<file path="config.mk">
export PLATFORM = sky130hd
export DESIGN_NAME = phy_extended_control_regs
export DESIGN_NICKNAME = d
export VERILOG_FILES = /design/src/phyx_pkg.sv /design/src/indicator_if.sv /design/src/ind_stretcher.sv /design/src/phy_extended_control_regs.sv
export SDC_FILE = /design/constraint.sdc
export NUM_CORES = 1
export LEC_CHECK = 0
export BUFFER_PORTS_ARGS = -buffer_cell sky130_fd_sc_hd__buf_2
export CELL_PAD_IN_SITES_DETAIL_PLACEMENT = 0
export CELL_PAD_IN_SITES_GLOBAL_PLACEMENT = 1
export CORE_ASPECT_RATIO = 1.75
export CORE_MARGIN = 8
export CORE_UTILIZATION = 46
export CTS_CLUSTER_DIAMETER = 200
export DETAILED_ROUTE_END_ITERATION = 8
export GPL_ROUTABILITY_DRIVEN = 0
export PLACE_DENSITY_LB_ADDON = 0.1
export SYNTH_ARGS = -nofsm -noshare
export SYNTH_HDL_FRONTEND = slang
export SYNTH_SLANG_ARGS = --single-unit
</file>
<file path="constraint.sdc">
create_clock -name I_CLK -period 1.79 [get_ports I_CLK]
set_clock_uncertainty 0.05 [all_clocks]
set_input_delay 0.2685 -clock I_CLK [delete_from_list [all_inputs] [get_ports I_CLK]]
set_output_delay 0.2685 -clock I_CLK [all_outputs]
set_load 0.005 [all_outputs]
</file>
<file path="src/phyx_pkg.sv">
package phyx_pkg;
	localparam int ADDR_W = 5;
	localparam int DATA_W = 16;
	localparam int IRQ_W = 3;
	localparam int STRAP_SYNC_CYC = 2;
	localparam int STRETCH_CYC_DEF = 16;

	// register map
	localparam logic [4:0] ADR_RSVD_A = 5'h17;
	localparam logic [4:0] ADR_RSVD_B = 5'h18;
	localparam logic [4:0] ADR_PHY_CTRL = 5'h19;
	localparam logic [4:0] ADR_TENBASE = 5'h1A;
	localparam logic [4:0] ADR_IRQ_STAT = 5'h1B;
	localparam logic [4:0] ADR_IRQ_CLR = 5'h1C;
	localparam logic [4:0] ADR_IRQ_EN = 5'h1D;

	// phy control word fields
	localparam int PC_SEQ_SEL = 11;
	localparam int PC_RESULT = 10;
	localparam int PC_RUN = 9;
	localparam int PC_BYPASS = 8;
	localparam int PC_PAUSE = 7;
	localparam int PC_ONE = 6;
	localparam int PC_DUPLEX_INDICATOR_CFG = 5;
	localparam int PC_ADDR_HI = 4;
	localparam int PC_ADDR_LO = 0;

	// tenbase control/status fields
	localparam int TB_LB10 = 8;
	localparam int TB_LINK_PULSE_DISABLE = 7;
	localparam int TB_FORCE = 6;
	localparam int TB_RSV5 = 5;
	localparam int TB_POL = 4;
	localparam int TB_RSV3 = 3;
	localparam int TB_RSV2 = 2;
	localparam int TB_HB_DIS = 1;
	localparam int TB_JAB_DIS = 0;
	localparam logic [15:0] TB_RW_MASK = 16'h01EF;
	localparam logic [15:0] TB_RESET = 16'h0004;

	// interrupt status bits
	localparam int IRQ_POL = 0;
	localparam int IRQ_PASS = 1;
	localparam int IRQ_RSVD_WR = 2;

	typedef enum logic [1:0] {
		ST_STRAP = 2'b01,
		ST_RUN = 2'b10
	} boot_e;
endpackage

</file>
<file path="src/indicator_if.sv">
`timescale 1ns/1ps
interface indicator_if;
	logic [2:0] raw;
	logic [2:0] led;
	logic bypass;
	modport src (output raw, output bypass, input led);
	modport strt (input raw, input bypass, output led);
endinterface

</file>
<file path="src/ind_stretcher.sv">
`timescale 1ns/1ps
module ind_stretcher import phyx_pkg::*; #(
	parameter int STRETCH_CYC = STRETCH_CYC_DEF
) (
	// clock and reset
	input wire logic i_clk,
	input wire logic i_rst_n,
	// indicators
	indicator_if.strt ind
);
	localparam int CW = $clog2(STRETCH_CYC + 1);
	localparam logic [CW-1:0] CNT_LOAD = CW'(STRETCH_CYC);
	logic [CW-1:0] cnt [3];

	// refused at elaboration: a zero hold would never load the counter
	if (STRETCH_CYC < 1) begin : g_bad_stretch
		$error("stretch count must be at least one");
	end

	// one process per concern keeps a single driver on each array
	always_ff @(posedge i_clk or negedge i_rst_n) begin
		if (!i_rst_n) begin
			for (int c = 0; c < 3; c++) begin
				cnt[c] <= '0;
			end
		end else begin
			for (int c = 0; c < 3; c++) begin
				if (ind.raw[c]) begin
					cnt[c] <= CNT_LOAD;
				end else if (cnt[c] != '0) begin
					cnt[c] <= cnt[c] - CW'(1);
				end
			end
		end
	end

	always_ff @(posedge i_clk or negedge i_rst_n) begin
		if (!i_rst_n) begin
			ind.led <= '0;
		end else begin
			for (int c = 0; c < 3; c++) begin
				// bypass shows the raw activity with no hold time
				ind.led[c] <= ind.bypass ? ind.raw[c] : (ind.raw[c] | (cnt[c] != '0));
			end
		end
	end
endmodule // ind_stretcher

</file>
<file path="src/phy_extended_control_regs.sv">
// The implementer's own choice: the strobed register port.
`timescale 1ns/1ps
module phy_extended_control_regs import phyx_pkg::*; #(
	parameter int STRETCH_CYC = STRETCH_CYC_DEF
) (
	// clock and reset
	input wire logic I_CLK,
	input wire logic I_RST_N,
	// register port
	input wire logic [ADDR_W-1:0] I_ADDR,
	input wire logic [DATA_W-1:0] I_WDATA,
	input wire logic I_WR,
	input wire logic I_RD,
	output logic [DATA_W-1:0] O_RDATA,
	// strap pins
	input wire logic [4:0] I_STRAP_ADDR,
	input wire logic I_STRAP_DUPLEX_INDICATOR_CFG,
	// link state from the transceiver core
	input wire logic I_BASIC_LOOPBACK,
	input wire logic I_SPEED_100,
	input wire logic I_FULL_DUPLEX,
	input wire logic I_LINK_MON_10,
	input wire logic I_POLARITY_INVERTED,
	input wire logic I_LOCAL_PAUSE,
	input wire logic I_PARTNER_PAUSE,
	input wire logic I_SELFTEST_PASS,
	// raw activity
	input wire logic I_RX_ACT,
	input wire logic I_TX_ACT,
	input wire logic I_COL_ACT,
	// controls to the core
	output logic O_SELFTEST_RUN,
	output logic O_SELFTEST_LONG_SEQ,
	output logic [4:0] O_PORT_ADDR,
	output logic O_TEN_LOOPBACK_EN,
	output logic O_LINK_PULSE_EN,
	output logic O_LINK_GOOD_10,
	output logic O_HEARTBEAT_EN,
	output logic O_JABBER_EN,
	output logic O_PHY_STATUS_REGISTER_POLARITY,
	// indicators
	output logic O_RX_IND,
	output logic O_TX_IND,
	output logic O_COL_IND,
	output logic O_DUPLEX_IND,
	// interrupt
	output logic O_IRQ
);
	logic [4:0] strap_addr_s1;
	logic [4:0] strap_addr_s2;
	logic strap_cfg_s1;
	logic strap_cfg_s2;
	logic strap_cfg;
	boot_e boot;
	logic [1:0] strap_cnt;
	logic [15:0] rsvd_a;
	logic [15:0] rsvd_b;
	logic seq_sel;
	logic run;
	logic result;
	logic bypass;
	logic duplex_indicator_cfg;
	logic [4:0] port_addr;
	logic [15:0] tb;
	logic pol;
	logic [IRQ_W-1:0] irq_stat;
	logic [IRQ_W-1:0] irq_en;
	logic [IRQ_W-1:0] irq_set;
	logic wr_ctrl;
	logic wr_tb;
	logic rd_tb;
	logic pause;
	logic [15:0] ctrl_word;
	logic [15:0] tb_word;
	logic [15:0] next_rdata;
	logic pass_q;

	function automatic logic hit(input logic stb, input logic [4:0] a, input logic [4:0] r);
		hit = stb && (a == r);
	endfunction

	assign wr_ctrl = hit(I_WR, I_ADDR, ADR_PHY_CTRL);
	assign wr_tb = hit(I_WR, I_ADDR, ADR_TENBASE);
	assign rd_tb = hit(I_RD, I_ADDR, ADR_TENBASE);
	assign pause = I_LOCAL_PAUSE & I_PARTNER_PAUSE;

	// straps are pins: two flops first
	always_ff @(posedge I_CLK or negedge I_RST_N) begin
		if (!I_RST_N) begin
			strap_addr_s1 <= '0;
			strap_addr_s2 <= '0;
			strap_cfg_s1 <= 1'b0;
			strap_cfg_s2 <= 1'b0;
		end else begin
			strap_addr_s1 <= I_STRAP_ADDR;
			strap_addr_s2 <= strap_addr_s1;
			strap_cfg_s1 <= I_STRAP_DUPLEX_INDICATOR_CFG;
			strap_cfg_s2 <= strap_cfg_s1;
		end
	end

	// straps are caught once the synchroniser has filled after release
	always_ff @(posedge I_CLK or negedge I_RST_N) begin
		if (!I_RST_N) begin
			boot <= ST_STRAP;
			strap_cnt <= '0;
		end else begin
			unique case (boot)
				ST_STRAP: begin
					strap_cnt <= strap_cnt + 2'(1);
					if (strap_cnt == 2'(STRAP_SYNC_CYC)) begin
						boot <= ST_RUN;
					end
				end
				ST_RUN: strap_cnt <= strap_cnt;
			endcase
		end
	end

	// reserved words: plain storage, software is expected to leave them alone
	always_ff @(posedge I_CLK or negedge I_RST_N) begin
		if (!I_RST_N) begin
			rsvd_a <= '0;
			rsvd_b <= '0;
		end else begin
			if (hit(I_WR, I_ADDR, ADR_RSVD_A)) begin
				rsvd_a <= I_WDATA;
			end
			if (hit(I_WR, I_ADDR, ADR_RSVD_B)) begin
				rsvd_b <= I_WDATA;
			end
		end
	end

	// phy control word
	always_ff @(posedge I_CLK or negedge I_RST_N) begin
		if (!I_RST_N) begin
			seq_sel <= 1'b0;
			run <= 1'b0;
			bypass <= 1'b0;
			duplex_indicator_cfg <= 1'b0;
			port_addr <= '0;
			strap_cfg <= 1'b0;
		end else if (boot == ST_STRAP) begin
			if (strap_cnt == 2'(STRAP_SYNC_CYC)) begin
				duplex_indicator_cfg <= strap_cfg_s2;
				strap_cfg <= strap_cfg_s2;
				port_addr <= strap_addr_s2;
			end
		end else if (wr_ctrl) begin
			seq_sel <= I_WDATA[PC_SEQ_SEL];
			run <= I_WDATA[PC_RUN];
			bypass <= I_WDATA[PC_BYPASS];
			duplex_indicator_cfg <= I_WDATA[PC_DUPLEX_INDICATOR_CFG];
			port_addr <= I_WDATA[PC_ADDR_HI:PC_ADDR_LO];
		end
	end

	// result latch: a pass in the clearing cycle still lands
	always_ff @(posedge I_CLK or negedge I_RST_N) begin
		if (!I_RST_N) begin
			result <= 1'b0;
		end else if (run && I_SELFTEST_PASS) begin
			result <= 1'b1;
		end else if (wr_ctrl) begin
			result <= 1'b0;
		end
	end

	// tenbase word, writable bits only
	always_ff @(posedge I_CLK or negedge I_RST_N) begin
		if (!I_RST_N) begin
			tb <= TB_RESET;
		end else if (wr_tb) begin
			tb <= I_WDATA & TB_RW_MASK;
		end
	end

	// polarity latch: cleared only by a read of the tenbase word
	always_ff @(posedge I_CLK or negedge I_RST_N) begin
		if (!I_RST_N) begin
			pol <= 1'b0;
		end else if (I_POLARITY_INVERTED) begin
			pol <= 1'b1;
		end else if (rd_tb) begin
			pol <= 1'b0;
		end
	end

	always_comb begin
		ctrl_word = '0;
		ctrl_word[PC_SEQ_SEL] = seq_sel;
		ctrl_word[PC_RESULT] = result;
		ctrl_word[PC_RUN] = run;
		ctrl_word[PC_BYPASS] = bypass;
		ctrl_word[PC_PAUSE] = pause;
		ctrl_word[PC_ONE] = 1'b1;
		ctrl_word[PC_DUPLEX_INDICATOR_CFG] = duplex_indicator_cfg;
		ctrl_word[PC_ADDR_HI:PC_ADDR_LO] = port_addr;
	end

	always_comb begin
		tb_word = tb & TB_RW_MASK;
		tb_word[TB_POL] = pol;
	end

	always_comb begin
		unique case (I_ADDR)
			ADR_RSVD_A: next_rdata = rsvd_a;
			ADR_RSVD_B: next_rdata = rsvd_b;
			ADR_PHY_CTRL: next_rdata = ctrl_word;
			ADR_TENBASE: next_rdata = tb_word;
			ADR_IRQ_STAT: next_rdata = 16'(irq_stat);
			ADR_IRQ_EN: next_rdata = 16'(irq_en);
			default: next_rdata = '0;
		endcase
	end

	// read data stand only in the cycle after the strobe
	always_ff @(posedge I_CLK or negedge I_RST_N) begin
		if (!I_RST_N) begin
			O_RDATA <= '0;
		end else begin
			O_RDATA <= I_RD ? next_rdata : '0;
		end
	end

	// interrupts: sticky status, write-one-to-clear, set beats clear
	always_ff @(posedge I_CLK or negedge I_RST_N) begin
		if (!I_RST_N) begin
			pass_q <= 1'b0;
		end else begin
			pass_q <= result;
		end
	end

	always_comb begin
		irq_set = '0;
		irq_set[IRQ_POL] = I_POLARITY_INVERTED & ~pol;
		irq_set[IRQ_PASS] = result & ~pass_q;
		irq_set[IRQ_RSVD_WR] = hit(I_WR, I_ADDR, ADR_RSVD_A) | hit(I_WR, I_ADDR, ADR_RSVD_B);
	end

	always_ff @(posedge I_CLK or negedge I_RST_N) begin
		if (!I_RST_N) begin
			irq_stat <= '0;
		end else if (hit(I_WR, I_ADDR, ADR_IRQ_CLR)) begin
			irq_stat <= (irq_stat & ~I_WDATA[IRQ_W-1:0]) | irq_set;
		end else begin
			irq_stat <= irq_stat | irq_set;
		end
	end

	always_ff @(posedge I_CLK or negedge I_RST_N) begin
		if (!I_RST_N) begin
			irq_en <= '0;
		end else if (hit(I_WR, I_ADDR, ADR_IRQ_EN)) begin
			irq_en <= I_WDATA[IRQ_W-1:0];
		end
	end

	assign O_IRQ = |(irq_stat & irq_en);

	// controls toward the core, registered
	always_ff @(posedge I_CLK or negedge I_RST_N) begin
		if (!I_RST_N) begin
			O_SELFTEST_RUN <= 1'b0;
			O_SELFTEST_LONG_SEQ <= 1'b0;
			O_PORT_ADDR <= '0;
			O_TEN_LOOPBACK_EN <= 1'b0;
			O_LINK_PULSE_EN <= 1'b0;
			O_LINK_GOOD_10 <= 1'b0;
			O_HEARTBEAT_EN <= 1'b0;
			O_JABBER_EN <= 1'b0;
			O_PHY_STATUS_REGISTER_POLARITY <= 1'b0;
			O_DUPLEX_IND <= 1'b0;
		end else begin
			O_SELFTEST_RUN <= run;
			O_SELFTEST_LONG_SEQ <= seq_sel;
			O_PORT_ADDR <= port_addr;
			// the control bit only matters with basic loopback asked for
			O_TEN_LOOPBACK_EN <= I_BASIC_LOOPBACK & tb[TB_LB10];
			O_LINK_PULSE_EN <= ~tb[TB_LINK_PULSE_DISABLE];
			O_LINK_GOOD_10 <= tb[TB_FORCE] | I_LINK_MON_10;
			O_HEARTBEAT_EN <= ~I_SPEED_100 & ~I_FULL_DUPLEX & ~tb[TB_HB_DIS];
			O_JABBER_EN <= ~I_SPEED_100 & ~tb[TB_JAB_DIS];
			O_PHY_STATUS_REGISTER_POLARITY <= pol;
			// pin doubles as strap: invert so the lit level opposes the strap
			O_DUPLEX_IND <= duplex_indicator_cfg ? (I_FULL_DUPLEX ^ strap_cfg) : I_FULL_DUPLEX;
		end
	end

	indicator_if ind ();
	assign ind.raw = {I_COL_ACT, I_TX_ACT, I_RX_ACT};
	assign ind.bypass = bypass;
	assign O_RX_IND = ind.led[0];
	assign O_TX_IND = ind.led[1];
	assign O_COL_IND = ind.led[2];

	ind_stretcher #(.STRETCH_CYC(STRETCH_CYC)) u_stretch (
		.i_clk(I_CLK),
		.i_rst_n(I_RST_N),
		.ind(ind.strt)
	);
endmodule // phy_extended_control_regs

</file>
* After elaboration in Yosys (flattened, before gate mapping)
Cells that the tools add are included.
** Cells by class
- Add/subtract/negate cells :: 4
- Equality and inequality tests :: 11
- Mux-type cells :: 24
- Bitwise logic cells :: 26
- Reduce and logical (&&, ||, !) cells :: 21
** Operators by type and width (number)
- 16-bit case mux with 6 select lines :: 1
- 5-bit two-way mux :: 9
- 5-bit equality test (second input constant) :: 7
- 16-bit two-way mux :: 1
- 5-bit nonzero test :: 3
- 5-bit by 1-bit subtractor with 5-bit output (second input constant) :: 3
- 2-bit nonzero test :: 6
- 1-bit two-way mux :: 11
- 1-bit logical AND :: 8
- 1-bit inverter :: 8
- 1-bit bitwise AND :: 7
- 3-bit bitwise AND :: 2
- 3-bit OR :: 2
- 2-bit AND reduction :: 3
- 1-bit OR :: 5
- 2-bit equality test (second input constant) :: 2
- 3-bit two-way mux :: 1
- 3-bit inverter :: 1
- 3-bit OR reduction :: 1
- 2-bit by 1-bit adder with 2-bit output (second input constant) :: 1
- 2-bit by 1-bit equality test with 1-bit output (second input constant) :: 1
- 2-bit two-way mux :: 1
- 2-bit != test (second input constant) :: 1
- 1-bit XOR :: 1
** Word-level totals
- Bits in registers :: 123
- Input port bits :: 42
- Output and inout bits :: 34
- Word-level logic and storage cells :: 121

* Longest topological paths before layout
Gate-level depths: netlist (run 1).
- Word-level depth :: 5
- Depth in mapped cells :: 7

* Modules after synthesis
Synthesis (run 1) repeated with hierarchy kept, for this count alone.
** Unflattened totals
- Cells, all modules :: 393
- Area, all modules :: 5004.8 um^2
** By module, submodules not included
- phy_extended_control_regs :: instances 1, cells each 311, area each 4152.7 um^2, sequential area each 2630.0 um^2
- ind_stretcher :: instances 1, cells each 82, area each 852.1 um^2, sequential area each 450.4 um^2

* Worst setup path after synthesis (run 1)
OpenSTA, ideal clock, no wires.
- Path type :: flip-flop to flip-flop
- From :: register u_stretch.cnt[0] (netlist bit)
- To :: register u_stretch.cnt[1] (netlist bit)
- Library setup time :: 0.094 ns
- Arrival :: 1.449 ns
- Path slack :: 0.197 ns
- Cell stages (with the launch flop) :: 7
- Period minus slack after synthesis :: 1.593 ns
- Path through :: dfrtp_1 -> inv_1 -> ha_1 -> or3b_1 -> nor2_1 -> nor2b_1 -> a211oi_1
** On the way
- Cells in the longest elaborated chain, start to end :: 3
- Elaborated cells on any way between the ends :: 5
** Ends and longest elaborated chain
- start, declared :: RTL line ind_stretcher.sv:13 : logic [CW-1:0] cnt [3];
- start signal, assigned by index :: RTL line ind_stretcher.sv:31 : cnt[c] <= cnt[c] - CW'(1);
- 5-bit by 1-bit subtractor with 5-bit output :: RTL line ind_stretcher.sv:31
- 5-bit two-way mux :: RTL line ind_stretcher.sv:30 : end else if (cnt[c] != '0) begin
- 5-bit two-way mux :: RTL line ind_stretcher.sv:28 : if (ind.raw[c]) begin
Several ways; a longest one is shown, not always the timed one. The select of a mux whose other input is x is not followed.
A chain may end at the register's enable or synchronous reset.

* Final worst setup path (run 1)
- From :: register irq_en[1]
- To :: output O_IRQ
** On the way
- Cells in the longest elaborated chain, start to end :: 2
** Ends and longest elaborated chain
- start, declared :: RTL line phy_extended_control_regs.sv:67 : logic [IRQ_W-1:0] irq_en;
- start signal, assigned :: RTL line phy_extended_control_regs.sv:258 : irq_en <= I_WDATA[IRQ_W-1:0];
- 3-bit bitwise AND :: RTL line phy_extended_control_regs.sv:262 : assign O_IRQ = |(irq_stat & irq_en);
- 3-bit OR reduction :: RTL line phy_extended_control_regs.sv:262
- end, declared :: RTL line phy_extended_control_regs.sv:47 : output logic O_IRQ
Every way passes these cells.

==> reports/qor.yml, run 1 <==
outcome: "complete, no violations"
drtPass1Iterations: 4
crit_chain: "a222oi_1, inv_1, buf_2"
p_leak_nw: 3.03
cts_tree: "yes"
stdcell_count: 637
rows: 50
final_cell_area_um2: 6350
grt_max_degree: 49
cp.depth: 3
path_clk_slew_ps: 60
finalHoldViolations: 0
synth_cell_types: 50
route.vias.total: 3376
r2r-end: "u_stretch.cnt[1]"
rr_worst_depth: 6
critPathMaxStageDelay_ps: 410
core-area_um2: 10600
ys_warn_count: 0
cp.arrival_ps: 1360
crit_required_ps: 1470
max_cap_violations: 0
hp-class: "in -> reg"
synth_edf_count: 0
start_util_pct: 46.8
place_hpwl_um: 8300
fin_crit_ps: 1680
critPathSlowestCell: "dfrtp_1"
wire_per_inst_um: 18.2
cts.path.max_buffers: 2
port_buffers: 75
synth_area_per_cell_um2: 13.0
power_density_nw_per_um2: 1350
drtIter0Drc: 141
path_buf_inv: 2
netlist_area_um2: 4940
clk_latency_ps: 400
final.fill_count: 868
synthCells: 380
drive_gt1_share_pct: 35.9
startpoint: "irq_en[1]"
place_inst: 595
placed_area_um2: 5590
grt_pass1_vias: 3702
crit_family: "flip-flops"
cts-buffers-inserted: 17
syn_nets: 426
synth-seq-cells: 123
fin_crit_sh_pct: 94.0
worst_pin_slew_ps: 417
die_h_um: 153
cts_max_level: 4
viasPerCell: 5.30
rrSetupSlack_ps: 110
area_growth_pct: 28.4
fmax_mhz: 595
setup_viol: 0
antenna_found_initial: 0
grt_pass1_wl_um: 18900
io_pins: 76
critPathLaunchType: "flip-flop"
crit_fanout: 3
r2r-start: "u_stretch.cnt[1]"
yosysTopAreaCell: "dfrtp_1"
peakVddDrop_v: 0.000814
async_flop_share_pct: 100
yosys-top-cells-area: "dfrtp_1 (61%), mux2_2 (7.7%), mux2_4 (2.7%), nor2_1 (2.4%), mux2i_1 (1.8%)"
synthFlopType: "dfrtp_1"
yosysMostFrequentCell: "dfrtp_1"
ant_nets: 0
cts_sinks: 123
synth.top_cells.by_count: "dfrtp_1 (121), mux2_2 (34), nor2_1 (31), nand2_1 (22), inv_1 (17)"
setup.worst_path.end_class: "output port"
critPathKind: "reg -> out"
slew_violations: 0
overflow: 0
dieArea_um2: 14500
ys_seq_area_share_pct: 62.3
rsz0062_at_grt: "yes"
drc: 0
synth_top_area_share_pct: 61.2
antenna_cells: 0
chipWidth_um: 94.4
nets: 540
routed_wl_um: 11600
slew_headroom_pct: 72.2
critPathCapture: "O_IRQ"
groute.usage.overall_pct: 16.8
clock-root-buffer: "clkbuf_16"
layout by cell type (no fill, tap or decap), types with 3 or more instances in the layout:
master,count
mux2_4,9
a21oi_1,10
nor3_1,7
or3_1,4
xnor2_1,5
a22oi_1,4
and2_1,3
o21ai_0,14
ha_1,4
o21a_1,6
mux2i_1,9
o22a_1,6
buf_12,3
dfrtp_1,121
buf_4,22
buf_2,74
o21bai_1,3
a31oi_1,3
inv_1,17
dlygate4sd3_1,10
a222oi_1,4
nor2_1,30
mux2_2,34
nand2b_1,4
nand3_1,5
a21o_1,5
a32oi_1,4
nand2_1,22
clkbuf_16,17
clkbuf_1,3
bufinv_16,5
nand3b_1,3
a221oi_1,4
cells by family (layout without fill, tap and decap cells):
logic type	Yosys count	after routing	synth area share [%]
AO/OA/AOI/OAI	68	68	9.62
flip-flops	123	123	62.3
adder cells (fa/ha/maj)	4	4	1.01
buffers and inverters	31	158	3.49
AND/OR/NAND/NOR	97	97	10.4
XOR/XNOR	5	5	0.886
multiplexers	52	52	12.3
worst reg2reg max path: stages (launching register included):
cell	delay, ps
dfrtp_1	370
inv_1	90
ha_1	170
or3b_1	420
nor2_4	190
nor2b_1	80
a211oi_2	210
where the power goes:
group / internal, W / switching (W) / leakage [nW]
combinational: 0.000696 / 0.000601 / 1.20
sequential: 0.00328 / 0.000344 / 1.52
clock: 0.00251 / 0.00117 / 0.307
total: 0.00648 / 0.00211 / 3.03
cell type report:
class | instances | area [um^2] | share of cell area (%)
flip-flops and latches | 123 | 3080 | 48.5
multi-input cells | 226 | 1700 | 26.8
well taps | 130 | 163 | 2.56
clock buffers | 21 | 450 | 7.09
repair buffers | 109 | 696 | 11.0
clock inverters | 11 | 193 | 3.03
inverters | 17 | 63.8 | 1.00
metal layers:
| layer | vias up | GRT usage (%) | part of all wire [%] |
|---|---|---|---|
| li1 | 1571 | - | - |
| met1 | 1691 | 18.9 | 39 |
| met2 | 99 | 28.9 | 54 |
| met3 | 15 | 5.00 | 5.8 |
| met4 | 0 | 5.86 | 1.6 |
| met5 | - | 0 | 0 |
per-stage QoR:
| stage | util (%) | setup TNS, ps | hold slack (ps) | setup WS (ps) | power, W |
|---|---|---|---|---|---|
| 2_1_floorplan | - | 0 | -77.1 | 197 | 0.00442 |
| 3_3_place_gp | 52.9 | 0 | 173 | 101 | 0.00486 |
| 3_5_place_dp | 52.9 | -11.7 | 182 | -11.7 | 0.00493 |
| 4_1_cts | 60.0 | 0 | 4.46 | 59.6 | 0.00867 |
| 5_1_grt | 60.1 | -35.1 | 6.01 | -27.8 | 0.00903 |
| 6_report | 60.1 | 0 | 15.6 | 108 | 0.00860 |
state kept, by name (all words and copies together) (netlist names), 5 cells and up:
name and cells:
O_RDATA 16, u_stretch.cnt 15, port_addr 5, tb 8, strap_addr_s2 5, rsvd_a 16
strap_addr_s1 5, rsvd_b 16, O_PORT_ADDR 5
worst min path at each step:
stage	from	to	slack [ps]	cells past startpoint
3_5_place_dp	I_RST_N	O_RDATA[1]	180	1
6_report	I_POLARITY_INVERTED	pol	20	2
4_1_cts	I_POLARITY_INVERTED	pol	4	2
2_1_floorplan	I_RST_N	O_DUPLEX_IND	-80	0
5_1_grt	I_POLARITY_INVERTED	pol	6	2
3_3_place_gp	I_RST_N	O_RDATA[1]	170	1
repair_timing:
action / 4_1_cts / 5_1_grt
endpoints found under the hold margin: 37 / 0
gates resized for setup: 1 / 2
hold buffers: 10 / 0
cloned: 0 / 0
pin swaps: 0 / 1
setup buffers: 0 / 0
setup endpoints to repair: 1 / 2
(Power assumes the default switching activity.)
==> run 2, diff against run 1 <==
--- a/config.mk
+++ b/config.mk
@@ -5,14 +5,15 @@
 export SDC_FILE = /design/constraint.sdc
 export NUM_CORES = 1
 export LEC_CHECK = 0
-export BUFFER_PORTS_ARGS = -buffer_cell sky130_fd_sc_hd__buf_2
+export ABC_AREA = 1
 export CELL_PAD_IN_SITES_DETAIL_PLACEMENT = 0
 export CELL_PAD_IN_SITES_GLOBAL_PLACEMENT = 1
 export CORE_ASPECT_RATIO = 1.75
 export CORE_MARGIN = 8
-export CORE_UTILIZATION = 46
+export CORE_UTILIZATION = 48
 export CTS_CLUSTER_DIAMETER = 200
 export DETAILED_ROUTE_END_ITERATION = 8
+export DONT_BUFFER_PORTS = 1
 export GPL_ROUTABILITY_DRIVEN = 0
 export PLACE_DENSITY_LB_ADDON = 0.1
 export SYNTH_ARGS = -nofsm -noshare
==> run 2 against run 1 <==
The flow now finishes with violations (negative hold slack). Power shrank 6.7%. Die area shrank 4.8%. Global-route usage grew 0.38 points. Count of clock-buffer cells in the layout grew 5. Non-clock buffer count shrank 74. Critical endpoint is now port_addr[1]. Design area shrank 6.8%. Critical path depth grew 3. Worst setup slack gained 230 ps. Sequential power shrank 1%. Clock power shrank 2%. Register-to-register slack gained 230 ps. First-iteration DRC count grew 37%.
==> reports/qor.yml, run 2 <==
outcome: "finished with violations"
violations: "negative hold slack"
yosysMostFrequentCell: "nand2_1"
area_growth_pct: 21.5
crit_fanout: 10  # +7
io_pins: 76  # unchanged
critPathLaunchType: "flip-flop"
hold_slack_ps: -504  # -520 ps
viasPerCell: 5.10  # -3.8%
netlist_area_um2: 4870  # -1.4%
worst_pin_slew_ps: 599  # +182 ps
setup.worst_path.end_class: "flip-flop"
ff_latch_area_um2: 3080  # unchanged
path_buf_inv: 1  # -1
cp.arrival_ps: 1760  # +400 ps
cts.path.max_buffers: 2  # unchanged
synth_area_per_cell_um2: 9.32  # -28%
place_hpwl_um: 7640  # -8.0%
reg_top3: "O_RDATA (16), rsvd_a (16), rsvd_b (16)"
start_util_pct: 49.2  # +2.4 points
async_flop_share_pct: 100  # unchanged
final.fill_count: 893  # +2.9%
holdBufCountCts: 25  # +15
synth_cell_types: 28  # -44%
drive_gt1_share_pct: 9.03  # -27 points
power_switching_w: 0.00193  # -8.9%
post_cts_resized: 0  # -1
cts_tree: "yes"
wl_met3_um: 514  # -24%
die_h_um: 149  # -2.5%
syn_nets: 569  # +34%
antenna_found_initial: 0  # unchanged
cts_sinks: 123  # unchanged
ant_nets: 0  # unchanged
fin_crit_ps: 1460  # -226 ps
r2r-end: "port_addr[1]"
ys_warn_count: 0  # unchanged
nets: 609  # +13%
power_w: 0.00802  # -6.7%
critPathSlowestCell: "dfrtp_1"
cts_setup_buffers: 0  # unchanged
grt_max_degree: 124  # +150%
dr.max_layer_used: "met4"
peakVddDrop_v: 0.000877  # +7.7%
slew_headroom_pct: 59.9  # -12 points
chipWidth_um: 92.2  # -2.3%
wl_met2_um: 5820  # -6.2%
p_leak_nw: 2.93  # -3.3%
clk_latency_ps: 410  # about the same
crit_required_ps: 2090  # +620 ps
comb_power_share_pct: 10.6  # -4.5 points
drtPass1Iterations: 4  # unchanged
critPathKind: "reg -> reg"
p_seq_share_pct: 44.7  # +2.5 points
critPathMaxStageDelay_ps: 380  # -30 ps
rows: 48  # -4.0%
drc: 0  # unchanged
ys_seq_area_share_pct: 63.2  # +0.90 points
setup_viol: 0  # unchanged
clock-root-buffer: "clkbuf_16"
rrSetupSlack_ps: 330  # +230 ps
grt_pass1_vias: 3654  # -1.3%
yosys-top-cells-area: "dfrtp_1 (62%), nand2_1 (13%), o21ai_1 (3.9%), inv_1 (3.7%), nand3_1 (2.9%)"
grt_pass1_wl_um: 18100  # -3.8%
overflow: 0  # unchanged
synthFlopType: "dfrtp_1"
final_common_cell: "nand2_1"
fmax_mhz: 687  # +15%
path_clk_slew_ps: 50  # about the same
port_buffers: 0  # -100%
synth_top_area_share_pct: 62.1  # +0.88 points
dieArea_um2: 13800  # -4.8%
wire_per_inst_um: 15.8  # -13%
max_cap_violations: 0  # unchanged
mostFrequentLayoutCells: "nand2_1 (163), dfrtp_1 (121), inv_1 (48), o21ai_1 (38), nor2_1 (31)"
pwr-share-clk_pct: 44.8  # +2.0 points
setup_tns_ps: 0  # unchanged
crit_chain: "inv_1, ha_1, nand3_1, nand2_1, nand2_1, nand2_1"
routed_wl_um: 11100  # -4.5%
synth_edf_count: 0  # unchanged
met1_length_um: 4530  # +0.38%
r2r-start: "strap_cnt[0]"
fin_crit_sh_pct: 81.4  # -13 points
power_density_nw_per_um2: 1350  # about the same
antenna_cells: 0  # unchanged
crit_family: "simple AND/OR/NAND/NOR gates"
core-area_um2: 9910  # -6.3%
route.vias.total: 3574  # +5.9%
cts_max_level: 4  # unchanged
groute.usage.overall_pct: 17.2  # +0.38 points
rsz0062_at_grt: "no"
cp_common_cell: "nand2_1"
multi_input_area_um2: 1540  # -9.6%
yosysTopAreaCell: "dfrtp_1"
hp-class: "in -> async"
synthCells: 523  # +38%
finalHoldViolations: 123  # +123
rr_worst_depth: 6  # unchanged
intPower_w: 0.00609  # -6.0%
synth-seq-cells: 123  # unchanged
cts-buffers-inserted: 17  # unchanged
sw_frac_of_total_pct: 24.0  # -0.58 points
synth.top_cells.by_count: "nand2_1 (163), dfrtp_1 (121), inv_1 (48), o21ai_1 (38), nor2_1 (31)"
drtIter0Drc: 193  # +37%
slew_violations: 0  # unchanged
==> run 2: layer usage <==
layer	GRT usage [%]	vias to the layer above
li1	-	1748
met1	19.4	1735
met2	28.8	79
met3	5.04	12
met4	8.43	0
met5	0	-
==> run 2: cell type report <==
class                   instances  share of cell area (%)
flip-flops and latches        123                    52.0
well taps                     125                    2.64
clock inverters                 6                    1.78
clock buffers                  26                    8.94
inverters                      49                    3.11
repair buffers                 35                    5.49
multi-input cells             337                    26.0
==> run 2: worst max path at each step <==
stage | start | end | slack (ps) | depth (start not counted)
detailed placement | I_ADDR[1] | rsvd_a[9] | 240 | 6
floorplan | u_stretch.cnt[10] | u_stretch.cnt[14] | 540 | 6
global placement | I_ADDR[1] | rsvd_a[14] | 300 | 6
global route | strap_cnt[0] | port_addr[1] | 180 | 6
finish | strap_cnt[0] | port_addr[1] | 330 | 6
CTS | strap_cnt[0] | port_addr[1] | 320 | 6
==> run 2: power groups by stage <==
stage / clock network [W] / registers (W) / logic [W]
after floorplan: 0 / 0.00352 / 0.000671
after global placement: 0 / 0.00362 / 0.000775
after detailed placement: 0 / 0.00363 / 0.000809
after CTS: 0.00365 / 0.00359 / 0.000859
after global routing: 0.00378 / 0.00364 / 0.000986
final: 0.00359 / 0.00358 / 0.000847
==> run 2: cells by family (layout without fill, tap and decap cells) <==
family	after synthesis	after routing	synth area share (%)
adders and majority gates	4	4	1.03
buffers and inverters	63	116	5.21
and+or+nand+nor	247	247	21.2
AOI/OAI and AO/OA	82	82	8.62
xor gates and xnor gates	4	4	0.719
DFF	123	123	63.2
==> run 2: through the flow <==
stage               utilization (%)  setup WS [ps]  instance area (um^2)  cells
floorplan                         -            538                  4870    523
detailed placement             50.8            237                  5040    644
finish                         59.7            334                  5920    701
global placement               50.8            303                  5040    644
CTS                            59.7            320                  5920    701
global route                   59.7            184                  5920    701
==> run 2: worst reg2reg max path, stage by stage (launching register included) <==
cell     delay (ps)
dfrtp_1         380
inv_1            70
ha_1            160
nand3_1         290
nand2_1         300
nand2_1          80
nand2_1          70
==> run 3, diff against run 2 <==
--- a/config.mk
+++ b/config.mk
@@ -5,12 +5,12 @@
 export SDC_FILE = /design/constraint.sdc
 export NUM_CORES = 1
 export LEC_CHECK = 0
-export ABC_AREA = 1
+export ABC_AREA = 0
 export CELL_PAD_IN_SITES_DETAIL_PLACEMENT = 0
 export CELL_PAD_IN_SITES_GLOBAL_PLACEMENT = 1
 export CORE_ASPECT_RATIO = 1.75
 export CORE_MARGIN = 8
-export CORE_UTILIZATION = 48
+export CORE_UTILIZATION = 46
 export CTS_CLUSTER_DIAMETER = 200
 export DETAILED_ROUTE_END_ITERATION = 8
 export DONT_BUFFER_PORTS = 1
==> constraint.sdc (replaced) <==
create_clock -name I_CLK -period 1.3 [get_ports I_CLK]
set_clock_uncertainty 0.05 [all_clocks]
set_input_delay 0.195 -clock I_CLK [delete_from_list [all_inputs] [get_ports I_CLK]]
set_output_delay 0.195 -clock I_CLK [all_outputs]
set_load 0.005 [all_outputs]
==> run 3 against run 2 <==
The run ends with negative hold slack, negative setup slack left. Sequential power rose by 41%. Power rose by 51%. Worst setup slack got worse by 620 ps. Largest power group is now registers. Highest routed layer unchanged. Critical endpoint is now O_IRQ. Largest cell class unchanged.
==> reports/qor.yml, run 3 (synthesized netlist as in run 1, its figures left out) <==
core-area_um2: 10600  # +6.7%
groute.usage.overall_pct: 17.2  # -0.017 points
violations: "negative hold slack, negative setup slack"
antenna_found_initial: 0  # unchanged
max_cap_violations: 0  # unchanged
cp.arrival_ps: 1340  # -420 ps
hold_slack_ps: -575  # -70.9 ps
finalHoldViolations: 123  # unchanged
outcome: "finished with violations"
fmax_mhz: 630
overflow: 0  # unchanged
worst_pin_slew_ps: 378  # -221 ps
holdBufCountCts: 36  # +44%
viasPerCell: 5.31  # +4.1%
power_density_nw_per_um2: 1830  # +35%
nets: 517  # -15%
drtPass1Iterations: 5  # +1
drive_gt1_share_pct: 34.3  # +25 points
area_growth_pct: 33.5
port_buffers: 0  # unchanged
r2r-end: "u_stretch.cnt[2]"
rows: 50  # +4.2%
slew_headroom_pct: 74.8  # +15 points
route.vias.total: 3258  # -8.8%
io_pins: 76  # unchanged
rr_worst_depth: 6  # unchanged
crit_fanout: 2  # -8
crit_chain: "a222oi_1, inv_1"
path_buf_inv: 1  # unchanged
p_leak_nw: 2.98  # +1.9%
reg_top3: "O_RDATA (16), rsvd_a (16), rsvd_b (16)"
fin_crit_ps: 1590
slew_violations: 0  # unchanged
setup_tns_ps: -2180  # -2180 ps
clock-root-buffer: "clkbuf_16"
cts-buffers-inserted: 17  # unchanged
start_util_pct: 46.8  # -2.4 points
cts_tree: "yes"
ff_latch_area_um2: 3080  # unchanged
crit_required_ps: 1050  # -1040 ps
critPathLaunchType: "flip-flop"
peakVddDrop_v: 0.00120  # +37%
path_clk_slew_ps: 50  # about the same
rrSetupSlack_ps: -280  # -610 ps
setup_viol: 19  # +19
critPathMaxStageDelay_ps: 430  # +50 ps
multi_input_area_um2: 1890  # +23%
rsz0062_at_grt: "yes"
grt_pass1_vias: 3606  # -1.3%
wire_per_inst_um: 18.9  # +20%
antenna_cells: 0  # unchanged
clk_latency_ps: 410  # about the same
setup_slack_ps: -288  # -622 ps
critPathKind: "reg -> out"
drtIter0Drc: 121  # -37%
critPathSlowestCell: "a222oi_1"
mostFrequentLayoutCells: "dfrtp_1 (121), buf_4 (40), dlygate4sd3_1 (36), mux2_2 (28), nor2_1 (26)"
cts.path.max_buffers: 2  # unchanged
critPathCapture: "O_IRQ"
crit_family: "compound AO/OA/AOI/OAI gates"
drc: 0  # unchanged
grt_pass1_wl_um: 18800  # +3.8%
cp.depth: 2  # -4
chipWidth_um: 94.4  # +2.4%
final_common_cell: "dfrtp_1"
placed_area_um2: 5400  # +7.3%
fin_crit_sh_pct: 122
routed_wl_um: 11600  # +5.0%
final.fill_count: 818  # -8.4%
cts_max_level: 4  # unchanged
setup.worst_path.end_class: "output port"
place_hpwl_um: 7800  # +2.1%
startpoint: "irq_stat[1]"
r2r-start: "u_stretch.cnt[1]"
hp-class: "in -> async"
cts_sinks: 123  # unchanged
die_h_um: 153  # +2.6%
final_cell_area_um2: 6600  # +11%
dieArea_um2: 14500  # +5.0%
ant_nets: 0  # unchanged
grt_max_degree: 124  # unchanged
## run 3: cell types whose count changed in the layout (fill, tap and decap cells not counted), moves of 7 or more
cell	delta
a21oi_1	-14
buf_4	+30
buf_6	+7
dlygate4sd3_1	+11
inv_1	-38
mux2_2	+28
mux2_4	+15
mux2i_1	+9
nand2_1	-142
nand3_1	-24
o21ai_1	-38
## run 3: layer usage
layer	vias to the layer above	track usage, %	routed length, um
met5	-	0	0
met4	0	11.3	394
met3	22	5.59	741
met2	76	28.0	6050
met1	1628	18.2	4430
li1	1532	-	-
## run 3: cell type report
class | count | area share (%)
tap | 130 | 2.46
inverter | 17 | 0.967
timing repair buffer | 86 | 12.1
multi-input combinational | 226 | 28.7
clock buffer | 22 | 7.34
sequential | 123 | 46.7
clock inverter | 10 | 1.74
## run 3: worst reg2reg max path, cell delays in order (launching register included)
cell     delay [ps]
dfrtp_1         380
inv_2            80
ha_4            130
or3b_4          400
nor2_4          220
or3b_4          160
a21oi_2          40
## run 3: where the power goes
group / internal, W / switching [W]
clock network: 0.00302 / 0.00163
registers: 0.00452 / 0.000541
logic: 0.00150 / 0.000888
## run 3: worst min-delay path by stage
stage                           end  slack, ps  depth (start not counted)
floorplan              O_DUPLEX_IND       -150                          0
global placement    O_LINK_PULSE_EN       -150                          0
detailed placement  O_LINK_PULSE_EN       -150                          0
CTS                           tb[7]       -590                          0
global route         O_LINK_GOOD_10       -590                          0
finish                        tb[6]       -570                          0
## run 3: through the flow
step	hold WS [ps]	instances	power, W	setup WS (ps)	utilization, %
after global routing	-588	614	0.0127	-359	62.4
after detailed placement	-147	531	0.00686	-302	51.1
final	-575	614	0.0121	-288	62.4
after floorplan	-151	380	0.00631	-145	-
after global placement	-147	531	0.00679	-191	51.1
after CTS	-586	609	0.0118	-334	61.3
## run 3: timing repair
action | CTS | global route
endpoints found under the hold margin | 212 | 123
setup endpoints to repair | 27 | 27
pin swaps | 10 | 10
setup buffers | 10 | 6
gates resized for setup | 12 | 19
